$ cat config.mk
export PLATFORM = sky130hd
export DESIGN_NAME = tpg_top
export DESIGN_NICKNAME = d
export VERILOG_FILES = /design/src/tpg_pkg.sv /design/src/tpg_pn_if.sv /design/src/tpg_pn_gen.sv /design/src/tpg_top.sv
export SDC_FILE = /design/constraint.sdc
export NUM_CORES = 1
export LEC_CHECK = 0
export BUFFER_PORTS_ARGS = -buffer_cell sky130_fd_sc_hd__buf_2
export CORE_MARGIN = 4
export CORE_UTILIZATION = 35
export DETAILED_ROUTE_END_ITERATION = 7
export PLACE_DENSITY = 0.62
export SLEW_MARGIN = 20
export SYNTH_ARGS = -nofsm -noshare
export SYNTH_HDL_FRONTEND = slang
export SYNTH_HIERARCHICAL = 1
export SYNTH_SLANG_ARGS = --single-unit
$ cat constraint.sdc
create_clock -name core_clk -period 2.6 [get_ports core_clk]
set_input_delay 0.39 -clock core_clk [delete_from_list [all_inputs] [get_ports core_clk]]
set_output_delay 0.39 -clock core_clk [all_outputs]
set_load 0.02 [all_outputs]
$ cat src/tpg_pkg.sv
// Purpose: Constants and types shared by the test pattern generator files
// Assumes: APB with 32-bit data, one register per aligned word
// Notes: Offsets are register indices; byte address is four times the index
package tpg_pkg;
    localparam int ADDR_WIDTH = 14;
    localparam int DATA_WIDTH = 16;
    // Register indices
    localparam logic [11:0] CTRL_INDEX = 12'h550;
    localparam logic [11:0] USER_FIRST_INDEX = 12'h551;
    localparam logic [11:0] USER_LAST_INDEX = 12'h558;
    localparam logic [11:0] STATUS_INDEX = 12'h560;
    // Control field positions
    localparam int REPEAT_SEL_BIT = 7;
    localparam int LONG_HOLD_BIT = 5;
    localparam int SHORT_HOLD_BIT = 4;
    localparam logic [7:0] CTRL_WRITE_MASK = 8'hbf;
    localparam logic [7:0] CTRL_RESET = 8'h00;
    // Pattern source codes
    localparam logic [3:0] SRC_NORMAL = 4'h0;
    localparam logic [3:0] SRC_MIDSCALE = 4'h1;
    localparam logic [3:0] SRC_POS_FULL = 4'h2;
    localparam logic [3:0] SRC_NEG_FULL = 4'h3;
    localparam logic [3:0] SRC_CHECKER = 4'h4;
    localparam logic [3:0] SRC_PN_LONG = 4'h5;
    localparam logic [3:0] SRC_PN_SHORT = 4'h6;
    localparam logic [3:0] SRC_TOGGLE = 4'h7;
    localparam logic [3:0] SRC_USER = 4'h8;
    // Fixed output words, two's complement samples
    localparam logic [15:0] WORD_MIDSCALE = 16'h0000;
    localparam logic [15:0] WORD_POS_FULL = 16'h7fff;
    localparam logic [15:0] WORD_NEG_FULL = 16'h8000;
    localparam logic [15:0] WORD_CHECKER = 16'h5555;
    localparam logic [15:0] WORD_ONES = 16'hffff;
    localparam logic [15:0] WORD_ZEROS = 16'h0000;
    // Pseudorandom seeds and taps
    localparam logic [22:0] PN_LONG_SEED = 23'h7fffff;
    localparam logic [8:0] PN_SHORT_SEED = 9'h1ff;
    localparam int PN_LONG_TAP = 18;
    localparam int PN_SHORT_TAP = 4;
    localparam logic [1:0] USER_LAST_SLOT = 2'h3;
    typedef enum logic [1:0] {USER_IDLE, USER_PLAY, USER_DONE} tpg_user_state_type;
endpackage : tpg_pkg

$ cat src/tpg_pn_if.sv
// Purpose: Carries pseudorandom generator controls and words
// Assumes: Single core_clk domain
// Notes: Driven by the top, served by the generator module
interface tpg_pn_if;
    logic long_hold;
    logic short_hold;
    logic [15:0] long_word;
    logic [15:0] short_word;
    modport ctrl (output long_hold, output short_hold, input long_word, input short_word);
    modport gen (input long_hold, input short_hold, output long_word, output short_word);
endinterface : tpg_pn_if

$ cat src/tpg_pn_gen.sv
// Purpose: Long and short pseudorandom sequence generators
// Assumes: Shifts one step per sample clock
// Notes: Hold inputs keep each generator at its seed
module tpg_pn_gen (
    input wire logic core_clk, // Sample clock
    input wire logic reset, // Synchronous reset, active high
    tpg_pn_if.gen pn // Controls and words
);
    logic [22:0] long_reg;
    logic [22:0] long_next;
    logic [8:0] short_reg;
    logic [8:0] short_next;

    // Advance each register unless held
    always_comb begin
        long_next = long_reg;
        short_next = short_reg;
        if (pn.long_hold) begin
            long_next = tpg_pkg::PN_LONG_SEED;
        end else begin
            long_next = {long_reg[21:0],
                long_reg[22] ^ long_reg[tpg_pkg::PN_LONG_TAP - 1]};
        end
        if (pn.short_hold) begin
            short_next = tpg_pkg::PN_SHORT_SEED;
        end else begin
            short_next = {short_reg[7:0],
                short_reg[8] ^ short_reg[tpg_pkg::PN_SHORT_TAP]};
        end
    end

    // State registers
    always_ff @(posedge core_clk) begin
        if (reset) begin
            long_reg <= tpg_pkg::PN_LONG_SEED;
            short_reg <= tpg_pkg::PN_SHORT_SEED;
        end else begin
            long_reg <= long_next;
            short_reg <= short_next;
        end
    end

    assign pn.long_word = long_reg[15:0];
    assign pn.short_word = {short_reg[6:0], short_reg};
endmodule : tpg_pn_gen

$ cat src/tpg_top.sv
// Purpose: Test pattern generator for the converter output path
// Assumes: APB slave, zero wait states, 250 MHz core_clk
// Assumes: sample_in already runs on core_clk, so it needs no synchroniser
// Notes: Output word feeds the output formatter one per sample clock
module tpg_top (
    input wire logic core_clk, // Sample clock
    input wire logic reset, // Synchronous reset, active high
    input wire logic psel, // APB select
    input wire logic penable, // APB access phase
    input wire logic pwrite, // APB direction
    input wire logic [tpg_pkg::ADDR_WIDTH-1:0] paddr, // APB byte address
    input wire logic [31:0] pwdata, // APB write data
    output logic [31:0] prdata, // APB read data
    output logic pready, // APB ready
    output logic pslverr, // APB error
    input wire logic [15:0] sample_in, // Converted sample
    output logic [15:0] sample_out // Word to output formatter
);
    logic [7:0] ctrl_reg;
    logic [7:0] ctrl_next;
    logic [7:0] user_reg [0:7];
    logic [7:0] user_next [0:7];
    logic [31:0] prdata_reg;
    logic [31:0] prdata_next;
    logic pready_reg;
    logic pready_next;
    logic pslverr_reg;
    logic pslverr_next;
    logic [15:0] out_reg;
    logic [15:0] out_next;
    logic toggle_reg;
    logic toggle_next;
    logic [1:0] slot_reg;
    logic [1:0] slot_next;
    tpg_pkg::tpg_user_state_type user_state_reg;
    tpg_pkg::tpg_user_state_type user_state_next;
    logic [11:0] index;
    logic setup;
    logic [31:0] status_word;

    // Pseudorandom generators behind their own carrier
    tpg_pn_if pn ();

    tpg_pn_gen u_pn (
        .core_clk(core_clk),
        .reset(reset),
        .pn(pn)
    );

    // Word index decode, with address in range check
    function automatic logic user_hit(input logic [11:0] idx);
        return idx >= tpg_pkg::USER_FIRST_INDEX && idx <= tpg_pkg::USER_LAST_INDEX;
    endfunction : user_hit

    // Byte slot of a user pattern index
    function automatic logic [2:0] user_slot(input logic [11:0] idx);
        return 3'(idx - tpg_pkg::USER_FIRST_INDEX);
    endfunction : user_slot

    // Pattern word from its two stored bytes
    function automatic logic [15:0] user_word(input logic [7:0] lo, input logic [7:0] hi);
        return {hi, lo};
    endfunction : user_word

    assign index = paddr[13:2];
    assign setup = psel && !penable;

    // Read-only status: done, toggle phase, slot, playing
    assign status_word = {27'h000_0000, user_state_reg == tpg_pkg::USER_DONE,
        toggle_reg, slot_reg, user_state_reg == tpg_pkg::USER_PLAY};

    // APB register access; answer one cycle after setup
    // A write lands at the edge that ends setup, before the access phase
    always_comb begin
        ctrl_next = ctrl_reg;
        user_next = user_reg;
        prdata_next = prdata_reg;
        pready_next = 1'b0;
        pslverr_next = 1'b0;
        if (setup) begin
            pready_next = 1'b1;
            prdata_next = 32'h0000_0000;
            if (index == tpg_pkg::CTRL_INDEX) begin
                if (pwrite) begin
                    ctrl_next = pwdata[7:0] & tpg_pkg::CTRL_WRITE_MASK;
                end
                prdata_next = {24'h00_0000, ctrl_reg};
            end else if (user_hit(index)) begin
                if (pwrite) begin
                    user_next[user_slot(index)] = pwdata[7:0];
                end
                prdata_next = {24'h00_0000, user_reg[user_slot(index)]};
            end else if (index == tpg_pkg::STATUS_INDEX && !pwrite) begin
                prdata_next = status_word;
            end else begin
                pslverr_next = 1'b1;
            end
        end
    end

    // Generator controls
    // A held generator sits at its seed until released
    assign pn.long_hold = ctrl_reg[tpg_pkg::LONG_HOLD_BIT];
    assign pn.short_hold = ctrl_reg[tpg_pkg::SHORT_HOLD_BIT];

    // User pattern sequencer and toggle
    // Leaving user mode parks the sequencer so the next entry starts at pattern one
    always_comb begin
        user_state_next = user_state_reg;
        slot_next = slot_reg;
        toggle_next = ~toggle_reg;
        if (ctrl_reg[3:0] != tpg_pkg::SRC_USER) begin
            user_state_next = tpg_pkg::USER_IDLE;
            slot_next = 2'h0;
        end else begin
            case (user_state_reg)
                tpg_pkg::USER_IDLE: begin
                    user_state_next = tpg_pkg::USER_PLAY;
                    slot_next = 2'h0;
                end
                tpg_pkg::USER_PLAY: begin
                    slot_next = slot_reg + 2'h1;
                    if (slot_reg == tpg_pkg::USER_LAST_SLOT
                            && ctrl_reg[tpg_pkg::REPEAT_SEL_BIT]) begin
                        user_state_next = tpg_pkg::USER_DONE;
                    end
                end
                tpg_pkg::USER_DONE: begin
                    if (!ctrl_reg[tpg_pkg::REPEAT_SEL_BIT]) begin
                        user_state_next = tpg_pkg::USER_PLAY;
                        slot_next = 2'h0;
                    end
                end
                default: begin
                    user_state_next = tpg_pkg::USER_IDLE;
                end
            endcase
        end
    end

    // Output source select
    // Codes with no pattern pass the converted sample
    always_comb begin
        case (ctrl_reg[3:0])
            tpg_pkg::SRC_NORMAL: out_next = sample_in;
            tpg_pkg::SRC_MIDSCALE: out_next = tpg_pkg::WORD_MIDSCALE;
            tpg_pkg::SRC_POS_FULL: out_next = tpg_pkg::WORD_POS_FULL;
            tpg_pkg::SRC_NEG_FULL: out_next = tpg_pkg::WORD_NEG_FULL;
            tpg_pkg::SRC_CHECKER: out_next = toggle_reg ? ~tpg_pkg::WORD_CHECKER
                : tpg_pkg::WORD_CHECKER;
            tpg_pkg::SRC_PN_LONG: out_next = pn.long_word;
            tpg_pkg::SRC_PN_SHORT: out_next = pn.short_word;
            tpg_pkg::SRC_TOGGLE: out_next = toggle_reg ? tpg_pkg::WORD_ZEROS
                : tpg_pkg::WORD_ONES;
            tpg_pkg::SRC_USER: begin
                if (user_state_reg == tpg_pkg::USER_PLAY) begin
                    out_next = user_word(user_reg[{slot_reg, 1'b0}],
                        user_reg[{slot_reg, 1'b1}]);
                end else begin
                    out_next = tpg_pkg::WORD_ZEROS;
                end
            end
            default: out_next = sample_in;
        endcase
    end

    // Register bus state
    always_ff @(posedge core_clk) begin
        if (reset) begin
            ctrl_reg <= tpg_pkg::CTRL_RESET;
            for (int i = 0; i < 8; i++) begin
                user_reg[i] <= 8'h00;
            end
            prdata_reg <= 32'h0000_0000;
            pready_reg <= 1'b0;
            pslverr_reg <= 1'b0;
        end else begin
            ctrl_reg <= ctrl_next;
            user_reg <= user_next;
            prdata_reg <= prdata_next;
            pready_reg <= pready_next;
            pslverr_reg <= pslverr_next;
        end
    end

    // Sequencer state; the toggle phase runs in every mode
    always_ff @(posedge core_clk) begin
        if (reset) begin
            toggle_reg <= 1'b0;
            slot_reg <= 2'h0;
            user_state_reg <= tpg_pkg::USER_IDLE;
        end else begin
            toggle_reg <= toggle_next;
            slot_reg <= slot_next;
            user_state_reg <= user_state_next;
        end
    end

    // Output word; lands one clock after selection
    always_ff @(posedge core_clk) begin
        if (reset) begin
            out_reg <= tpg_pkg::WORD_ZEROS;
        end else begin
            out_reg <= out_next;
        end
    end

    // Outputs straight from their flip-flops
    assign prdata = prdata_reg;
    assign pready = pready_reg;
    assign pslverr = pslverr_reg;
    assign sample_out = out_reg;
endmodule : tpg_top

Word-level counts from Yosys, hierarchy flattened
Cells that the tools add are included.
{"block": "classes", "n_addsub": 2, "n_lt_le_gt_ge": 6, "n_eq_ne": 16, "n_mux": 26, "bitwise_logic": 8, "reduce_logical": 17}
{"cell": "$pmux 16 s8", "n": 1}
{"cell": "$bmux 8 s3", "n": 3}
{"cell": "$mux 8", "n": 9}
{"cell": "$bwmux 64", "n": 1}
{"cell": "$mux 16", "n": 3}
{"cell": "$demux 8 s3", "n": 1}
{"cell": "$eq 12x11->1 const B", "n": 2}
{"cell": "$eq 4x3->1 const B", "n": 4}
{"cell": "$ge 12x11->1 const B", "n": 1}
{"cell": "$ge 4x4->1 const B", "n": 3}
{"cell": "$le 12x11->1 const B", "n": 1}
{"cell": "$not 3->4", "n": 3}
{"cell": "$pmux 2 s3", "n": 2}
{"cell": "$eq 4x2->1 const B", "n": 2}
{"cell": "$mux 2", "n": 3}
{"cell": "$reduce_or 2->1", "n": 3}
{"cell": "$logic_and 1x1->1", "n": 5}
{"cell": "$mux 5", "n": 1}
{"cell": "$eq 2x2->1 const B", "n": 2}
{"cell": "$eq 4x1->1 const B", "n": 1}
{"cell": "$eq 4x4->1 const B", "n": 1}
{"cell": "$lt 4x1->1 const B", "n": 1}
{"cell": "$ne 4x4->1 const B", "n": 1}
{"cell": "$reduce_and 2->1", "n": 2}
{"cell": "other kinds (14)", "n": 19}
{"block": "totals", "register_bits": 158, "input_bits": 67, "wordCells": 93}

Depth between registers and ports, before layout
Gate-level depths: netlist of the first run.
{"block": "depth", "ltp_word": 7, "mapped_depth": 10}

Cells and area by module
Netlist of the first run, hierarchy kept.
{"module": "tpg_top", "instances": 1, "cells_each": 553, "area_each_um2": 5457.7, "seq_area_each_um2": 2042.0}
{"module": "tpg_pn_gen", "instances": 1, "cells_each": 94, "area_each_um2": 1062.3, "seq_area_each_um2": 640.6}

Worst setup path after synthesis of the first run
OpenSTA, ideal clock, no wires.
{"block": "synth_path", "path_type": "input-to-reg", "start": "in paddr[2] (netlist name)", "end": "reg user_reg[56] (netlist name)", "setup_ns": 0.128, "arrival_time_ns": 2.655, "required_ns": 2.472, "setup_slack_ns": -0.183, "cell_stages": 9, "cell_sequence": "buf_2 buf_2 inv_1 ha_1 xnor2_1 nand2_2 nor4_4 mux2i_1 nor2_1"}
{"block": "synth_via", "elab_chain_len": 7, "word_cells_on_any_way": 14}
{"element": "start, declared", "line": "tpg_top.sv:11", "text": "input wire logic [tpg_pkg::ADDR_WIDTH-1:0] paddr,"}
{"element": "$sub 3x1->3", "line": "tpg_top.sv:57", "text": "return 3'(idx - tpg_pkg::USER_FIRST_INDEX);"}
{"element": "$not 3->4 (not written as such)", "line": "tpg_top.sv:90", "text": "user_next[user_slot(index)] = pwdata[7:0];"}
{"element": "$ge 4x4->1 (not written as such) or $lt 4x1->1 (tied branches)", "line": "tpg_top.sv:90"}
{"element": "$logic_and 1x1->1 (not written as such)", "line": "tpg_top.sv:90"}
{"element": "$mux 8 (not written as such)", "line": "tpg_top.sv:90"}
{"element": "$demux 8 s3", "line": "tpg_top.sv:90"}
{"element": "$bwmux 64", "line": "tpg_top.sv:90"}
{"element": "end signal, assigned", "line": "tpg_top.sv:179", "text": "user_reg <= user_next;"}
{"element": "end, declared", "line": "tpg_top.sv:21", "text": "logic [7:0] user_reg [0:7];"}
Several ways; a longest one is shown, not always the timed one.
A chain may end at the register's enable or synchronous reset.

Final worst setup path of the first run
{"block": "layout_path", "start": "in paddr[2] (netlist name)", "end": "reg user_reg[53] (netlist name)"}
Same word-level chain as after synthesis.

==> flow_metrics.env, run 1 <==
export IMPL_p_per_area_nw_per_um2=648.2
export IMPL_drc_errors=0
export IMPL_synth_adder_area_share_pct=0.7676
export IMPL_cts_resized=0
export IMPL_viasPerCell=5.294
export IMPL_grt_ovfl_total=0
export IMPL_io_buffers=66
export IMPL_vdd_drop_max_mv=0.5563
export IMPL_initial_core_util_pct=35.93
export IMPL_nNetsFinal=765
export IMPL_root_buffer="clkbuf_16"
export IMPL_cts_made_buffers=17
export IMPL_synth_warnings=6
export IMPL_die_height_um=144.5
export IMPL_netlist_instances=647
export IMPL_grt_max_degree=92
export IMPL_grt_pass1_vias=4605
export IMPL_finalCriticalPeriod_ns=2.264
export IMPL_critical_path_class="primary input to flop"
export IMPL_ys_async_sr_fraction_pct=0
export IMPL_cts_setup_buffers=0
export IMPL_rows=49
export IMPL_startpoint_type="primary input"
export IMPL_r2r_cells=4
export IMPL_areaGrowthSynthToFinish_pct=16.43
export IMPL_largest_reg_flops=64
export IMPL_crit_required_ns=2.90
export IMPL_htreeDepth=4
export IMPL_power_leakage_nw=2.832
export IMPL_cts_sinks=134
export IMPL_fin_cells=936
export IMPL_final_seq_area_um2=2683
export IMPL_drt_total_wl_mm=16.92
export IMPL_drtIter0Drc=345
export IMPL_critPathMaxFanout=8
export IMPL_synth_compound_area_share_pct=8.655
export IMPL_drive_above_1_share_pct=24.33
export IMPL_slew_headroom_pct=30.45
export IMPL_finalPower_mw=4.921
export IMPL_pin_count=117
export IMPL_routedWlPerCell_um=18.08
export IMPL_ys_ff_latch=134
export IMPL_fin_area_um2=7591
export IMPL_placed_area_um2=6975
export IMPL_gp_congestion=0.8381
export IMPL_synth_avg_cell_area_um2=10.08
export IMPL_multiInputGateArea_um2=3372
export IMPL_fin_ws_ns=0.3355
export IMPL_core_area_um2=18150
export IMPL_end_kind="flop"
export IMPL_arrival_ns=2.56
export IMPL_fillers=1778
export IMPL_synth_cell_types=49
export IMPL_synthXorXnorAreaFrac_pct=0.7868
export IMPL_firstDrtPassIters=7
export IMPL_worst_hold_path_type="primary input to flop"
export IMPL_vias=4955
export IMPL_synth_flop_cell="dfxtp_1"
export IMPL_cts_tree="done"
export IMPL_clk_pin_slew_worst_paths_ns=0.06
export IMPL_syn_area_um2=6520
export IMPL_max_cap_violations=0
export IMPL_insertion_delay_ns=0.43
export IMPL_antenna_found_initial=0
export IMPL_synth_top_family_by_area="multiplexers"
export IMPL_n_antenna_cell=0
export IMPL_dp_hpwl_mm=11.59
export IMPL_pre_cts_ws_ns=-0.08657
export IMPL_hold_viol_final=0
export IMPL_fmax_ghz=0.4416
export IMPL_setup_violations_final=0
export IMPL_synth_simple_gate_area_share_pct=18.79
export IMPL_drtAntennaViolNets=0
export IMPL_synth_area_mux_share_pct=21.13
export IMPL_clk_path_buf_depth=2
export IMPL_die_w_um=144.5
export IMPL_slew_violations=0
export IMPL_cts_hold_buf=0
export IMPL_synth_edf_count=0
export IMPL_rsz0062_at_grt="no"
export IMPL_whs_path_depth=2
export IMPL_place_inst=904
export IMPL_period_share_pct=87.10
export IMPL_dieArea_um2=20880
export IMPL_ys_seq_area_share_pct=41.14
export IMPL_grt_pass1_wl_mm=26.10
export IMPL_status="complete, no violations"
export IMPL_worstMarginPinSlew_ns=1.036
export IMPL_skew_ns=0.006011
export IMPL_grt_total_usage_pct=16.57
[logic make-up after synthesis]
| logic type | count (synthesis) |
|---|---|
| adders and majority gates | 4 |
| and+or+nand+nor | 224 |
| DFF | 134 |
| AOI/OAI and AO/OA | 76 |
| xor gates and xnor gates | 5 |
| buffers and inverters | 97 |
| muxes | 106 |
| other | 1 |
[placed cells by master (no fill, tap or decap), types with 4 or more instances in the layout]
cell and instances:
a211oi_1 18, a21oi_1 11, a222oi_1 15, a22oi_1 4, buf_12 4, buf_2 65, buf_4 28, clkbuf_16 17
clkbuf_8 4, conb_1 24, dfxtp_1 134, ha_1 4, inv_1 5, inv_6 4, mux2i_1 81, mux4_2 24
nand2_1 24, nand2b_1 5, nand3_1 11, nand4_1 8, nor2_1 108, nor2b_1 7, nor3_1 4, nor3b_1 5
nor4_4 9, o21ai_0 9, or3_1 34
[final timing paths]
kind	from	endpoint	slack, ns
worst max-delay path	paddr[2]	user_reg[53]	0.34
worst min-delay path	penable	pready	0.23
worst max register to register	slot_reg[1]	sample_out[14]	0.53
worst min register to register	u_pn/long_reg[16]	u_pn/long_reg[17]	0.40
[worst max-delay path, stage by stage]
cell,delay (ns)
buf_2,0.09
inv_1,0.05
ha_1,0.37
nor2b_1,0.22
nand3_1,0.20
nor4_4,0.90
mux2i_1,0.28
nor2_1,0.06
[stage by stage]
stage                     hold WS (ns)  util, %  setup TNS, ns
after floorplan                 0.3844        -              0
after global placement          0.3867    38.44         -1.035
after detailed placement        0.3896    38.44         -1.612
after CTS                       0.2094    41.83              0
after global routing            0.2119    41.83              0
final                           0.2279    41.83              0
[Yosys cell counts (all sizes together) (2+ instances only)]
cell     number  area share [%]
a211oi       18             2.1
a21oi        11            0.84
a221oi        2            0.27
a222oi       15             2.3
a22oi         4            0.46
a2bb2oi       2            0.27
a31oi         3            0.29
a32oi         2            0.27
buf          64             6.7
clkbuf       28             1.7
dfxtp       134              41
ha            4            0.77
inv           5            0.29
mux2i        81              12
mux4         25             8.7
nand2        26             1.7
nand2b        5            0.48
nand3        11            0.84
nand4         8            0.77
nor2        108             6.2
nor2b         7            0.67
nor3          4            0.31
nor3b         5            0.58
nor4         11             3.1
o21a          2            0.23
o21ai         9            0.69
o31ai         2            0.23
or2           2            0.19
or3          34             3.3
or3b          2            0.27
xnor2         2            0.27
xor2          3            0.52
[layer usage]
metal	vias up	track usage [%]	routed length [µm]
met2	170	25.60	7827
met5	-	0	0
met1	2401	22.64	7823
li1	2368	-	-
met3	16	4.663	1073
met4	0	5.007	199
[final cells by class]
cell class / count / area share [%]
Clock buffer: 21 / 6.329
Inverter: 5 / 0.2472
Tap cell: 229 / 3.775
Timing Repair Buffer: 97 / 8.109
Sequential cell: 134 / 35.34
Clock inverter: 11 / 1.780
Multi-Input combinational cell: 439 / 44.42
[where the power goes]
group | switching, mW | leakage, nW | total [mW] | internal, mW
sequential | 0.0127 | 1.09 | 2.09 | 2.08
combinational | 0.233 | 1.45 | 0.351 | 0.119
clock | 0.948 | 0.293 | 2.48 | 1.53
Power figures use the tool's default switching activity.
==> run 2: changes to the inputs <==
==> constraint.sdc (replaced) <==
create_clock -name core_clk -period 2 [get_ports core_clk]
set_input_delay 0.3 -clock core_clk [delete_from_list [all_inputs] [get_ports core_clk]]
set_output_delay 0.3 -clock core_clk [all_outputs]
set_load 0.02 [all_outputs]
==> flow_metrics.env, run 2 (synthesis gave the netlist of run 1 again) <==
export IMPL_status="complete, no violations"
export IMPL_routedWlPerCell_um=19.07
export IMPL_grt_ovfl_total=0
export IMPL_n_antenna_cell=0
export IMPL_initial_core_util_pct=35.93
export IMPL_die_w_um=144.5
export IMPL_max_cap_violations=0
export IMPL_end_kind="flop"
export IMPL_dp_hpwl_mm=12.69
export IMPL_place_inst=926
export IMPL_setup_violations_final=0
export IMPL_io_buffers=66
export IMPL_crit_required_ns=2.27
export IMPL_rows=49
export IMPL_crit_path_cell_trace="buf_12, mux4_2, a222oi_1, a211oi_1"
export IMPL_htreeDepth=4
export IMPL_layout_commonest_cell="dfxtp_1"
export IMPL_startpoint_type="flop"
export IMPL_clk_path_buf_depth=2
export IMPL_critical_path_class="flop to flop"
export IMPL_grt_pass1_wl_mm=29.01
export IMPL_vdd_drop_max_mv=0.6706
export IMPL_cts_made_buffers=17
export IMPL_largest_reg_flops=64
export IMPL_fin_ws_ns=0.06033
export IMPL_slew_headroom_pct=47.88
export IMPL_placed_area_um2=7283
export IMPL_power_leakage_nw=3.078
export IMPL_fmax_ghz=0.5156
export IMPL_grt_pass1_vias=5059
export IMPL_grt_total_usage_pct=18.23
export IMPL_core_area_um2=18150
export IMPL_arrival_ns=2.21
export IMPL_antenna_found_initial=2
export IMPL_firstDrtPassIters=6
export IMPL_cts_sinks=134
export IMPL_worst_hold_path_type="primary input to flop"
export IMPL_cpPeakStageDelay_ns=0.59
export IMPL_critPathMaxFanout=20
export IMPL_nNetsFinal=800
export IMPL_clk_pin_slew_worst_paths_ns=0.06
export IMPL_slew_violations=0
export IMPL_drt_total_wl_mm=18.52
export IMPL_finalCriticalPeriod_ns=1.940
export IMPL_grt_max_degree=80
export IMPL_root_buffer="clkbuf_16"
export IMPL_post_route_util_pct=44.70
export IMPL_worstMarginPinSlew_ns=0.7766
export IMPL_areaGrowthSynthToFinish_pct=24.43
export IMPL_p_per_area_nw_per_um2=823.8
export IMPL_fin_area_um2=8113
export IMPL_gp_congestion=0.8715
export IMPL_skew_ns=0.007309
export IMPL_pre_cts_ws_ns=-0.6133
export IMPL_vias=5144
export IMPL_mostFrequentLayoutCells="dfxtp_1 (134), nor2_1 (108), mux2i_1 (81)"
export IMPL_viasPerCell=5.298
export IMPL_tns_ns=0
export IMPL_pin_count=117
export IMPL_fin_cells=971
export IMPL_drtAntennaViolNets=0
export IMPL_rsz0062_at_grt="no"
export IMPL_hold_viol_final=0
export IMPL_hold_slack_ns=0.1276
export IMPL_dieArea_um2=20880
export IMPL_drtIter0Drc=365
export IMPL_finalPower_mw=6.683
export IMPL_insertion_delay_ns=0.41
export IMPL_die_height_um=144.5
export IMPL_drc_errors=0
export IMPL_critPathSlowestCell="mux4_2"
export IMPL_drive_above_1_share_pct=28.98
export IMPL_period_share_pct=96.98
export IMPL_cts_tree="done"
run 2: what timing repair did:
item,CTS,global route
pin swaps,7,1
setup endpoints to repair,49,9
resized for setup,1,3
hold buffers,0,0
buffers inserted,12,1
run 2: path summary, 6_finish.rpt:
check                    startpoint                end  slack, ns  cells after the start
hold / removal              penable             pready       0.13                      2
hold reg to reg   u_pn/long_reg[16]  u_pn/long_reg[17]       0.40                      1
setup / recovery        slot_reg[0]      sample_out[3]       0.06                      4
setup reg to reg        slot_reg[0]      sample_out[3]       0.06                      4
run 2: area by class of cell:
type	instances	area (µm²)
Fill cell	1707	10030
Sequential cell	134	2683
Inverter	5	23.77
Clock inverter	12	201.4
Tap cell	229	286.5
Timing Repair Buffer	132	998.5
Multi-Input combinational cell	439	3473
Clock buffer	20	446.7
run 2: routing by layer:
layer  GRT usage (%)  wire (µm)  vias to the layer above  part of all wire, %
met5               0         32                        -                 0.17
met3           4.993       1312                       40                  7.1
li1                -          -                     2440                    -
met2           28.38       8260                      211                   45
met4           6.333        488                        4                  2.6
met1           24.44       8422                     2449                   45
run 2: power by group:
| part | internal, mW | switching, mW |
|---|---|---|
| sequential | 2.71 | 0.0158 |
| clock | 2.25 | 1.18 |
| combinational | 0.200 | 0.333 |
run 2: worst max-delay path, delay by kind of cell, from the launching register on:
kind / cells / cell delay [ns]
AOI/OAI and AO/OA: 2 / 0.64
muxes: 1 / 0.59
DFF: 1 / 0.35
buffers and inverters: 1 / 0.21
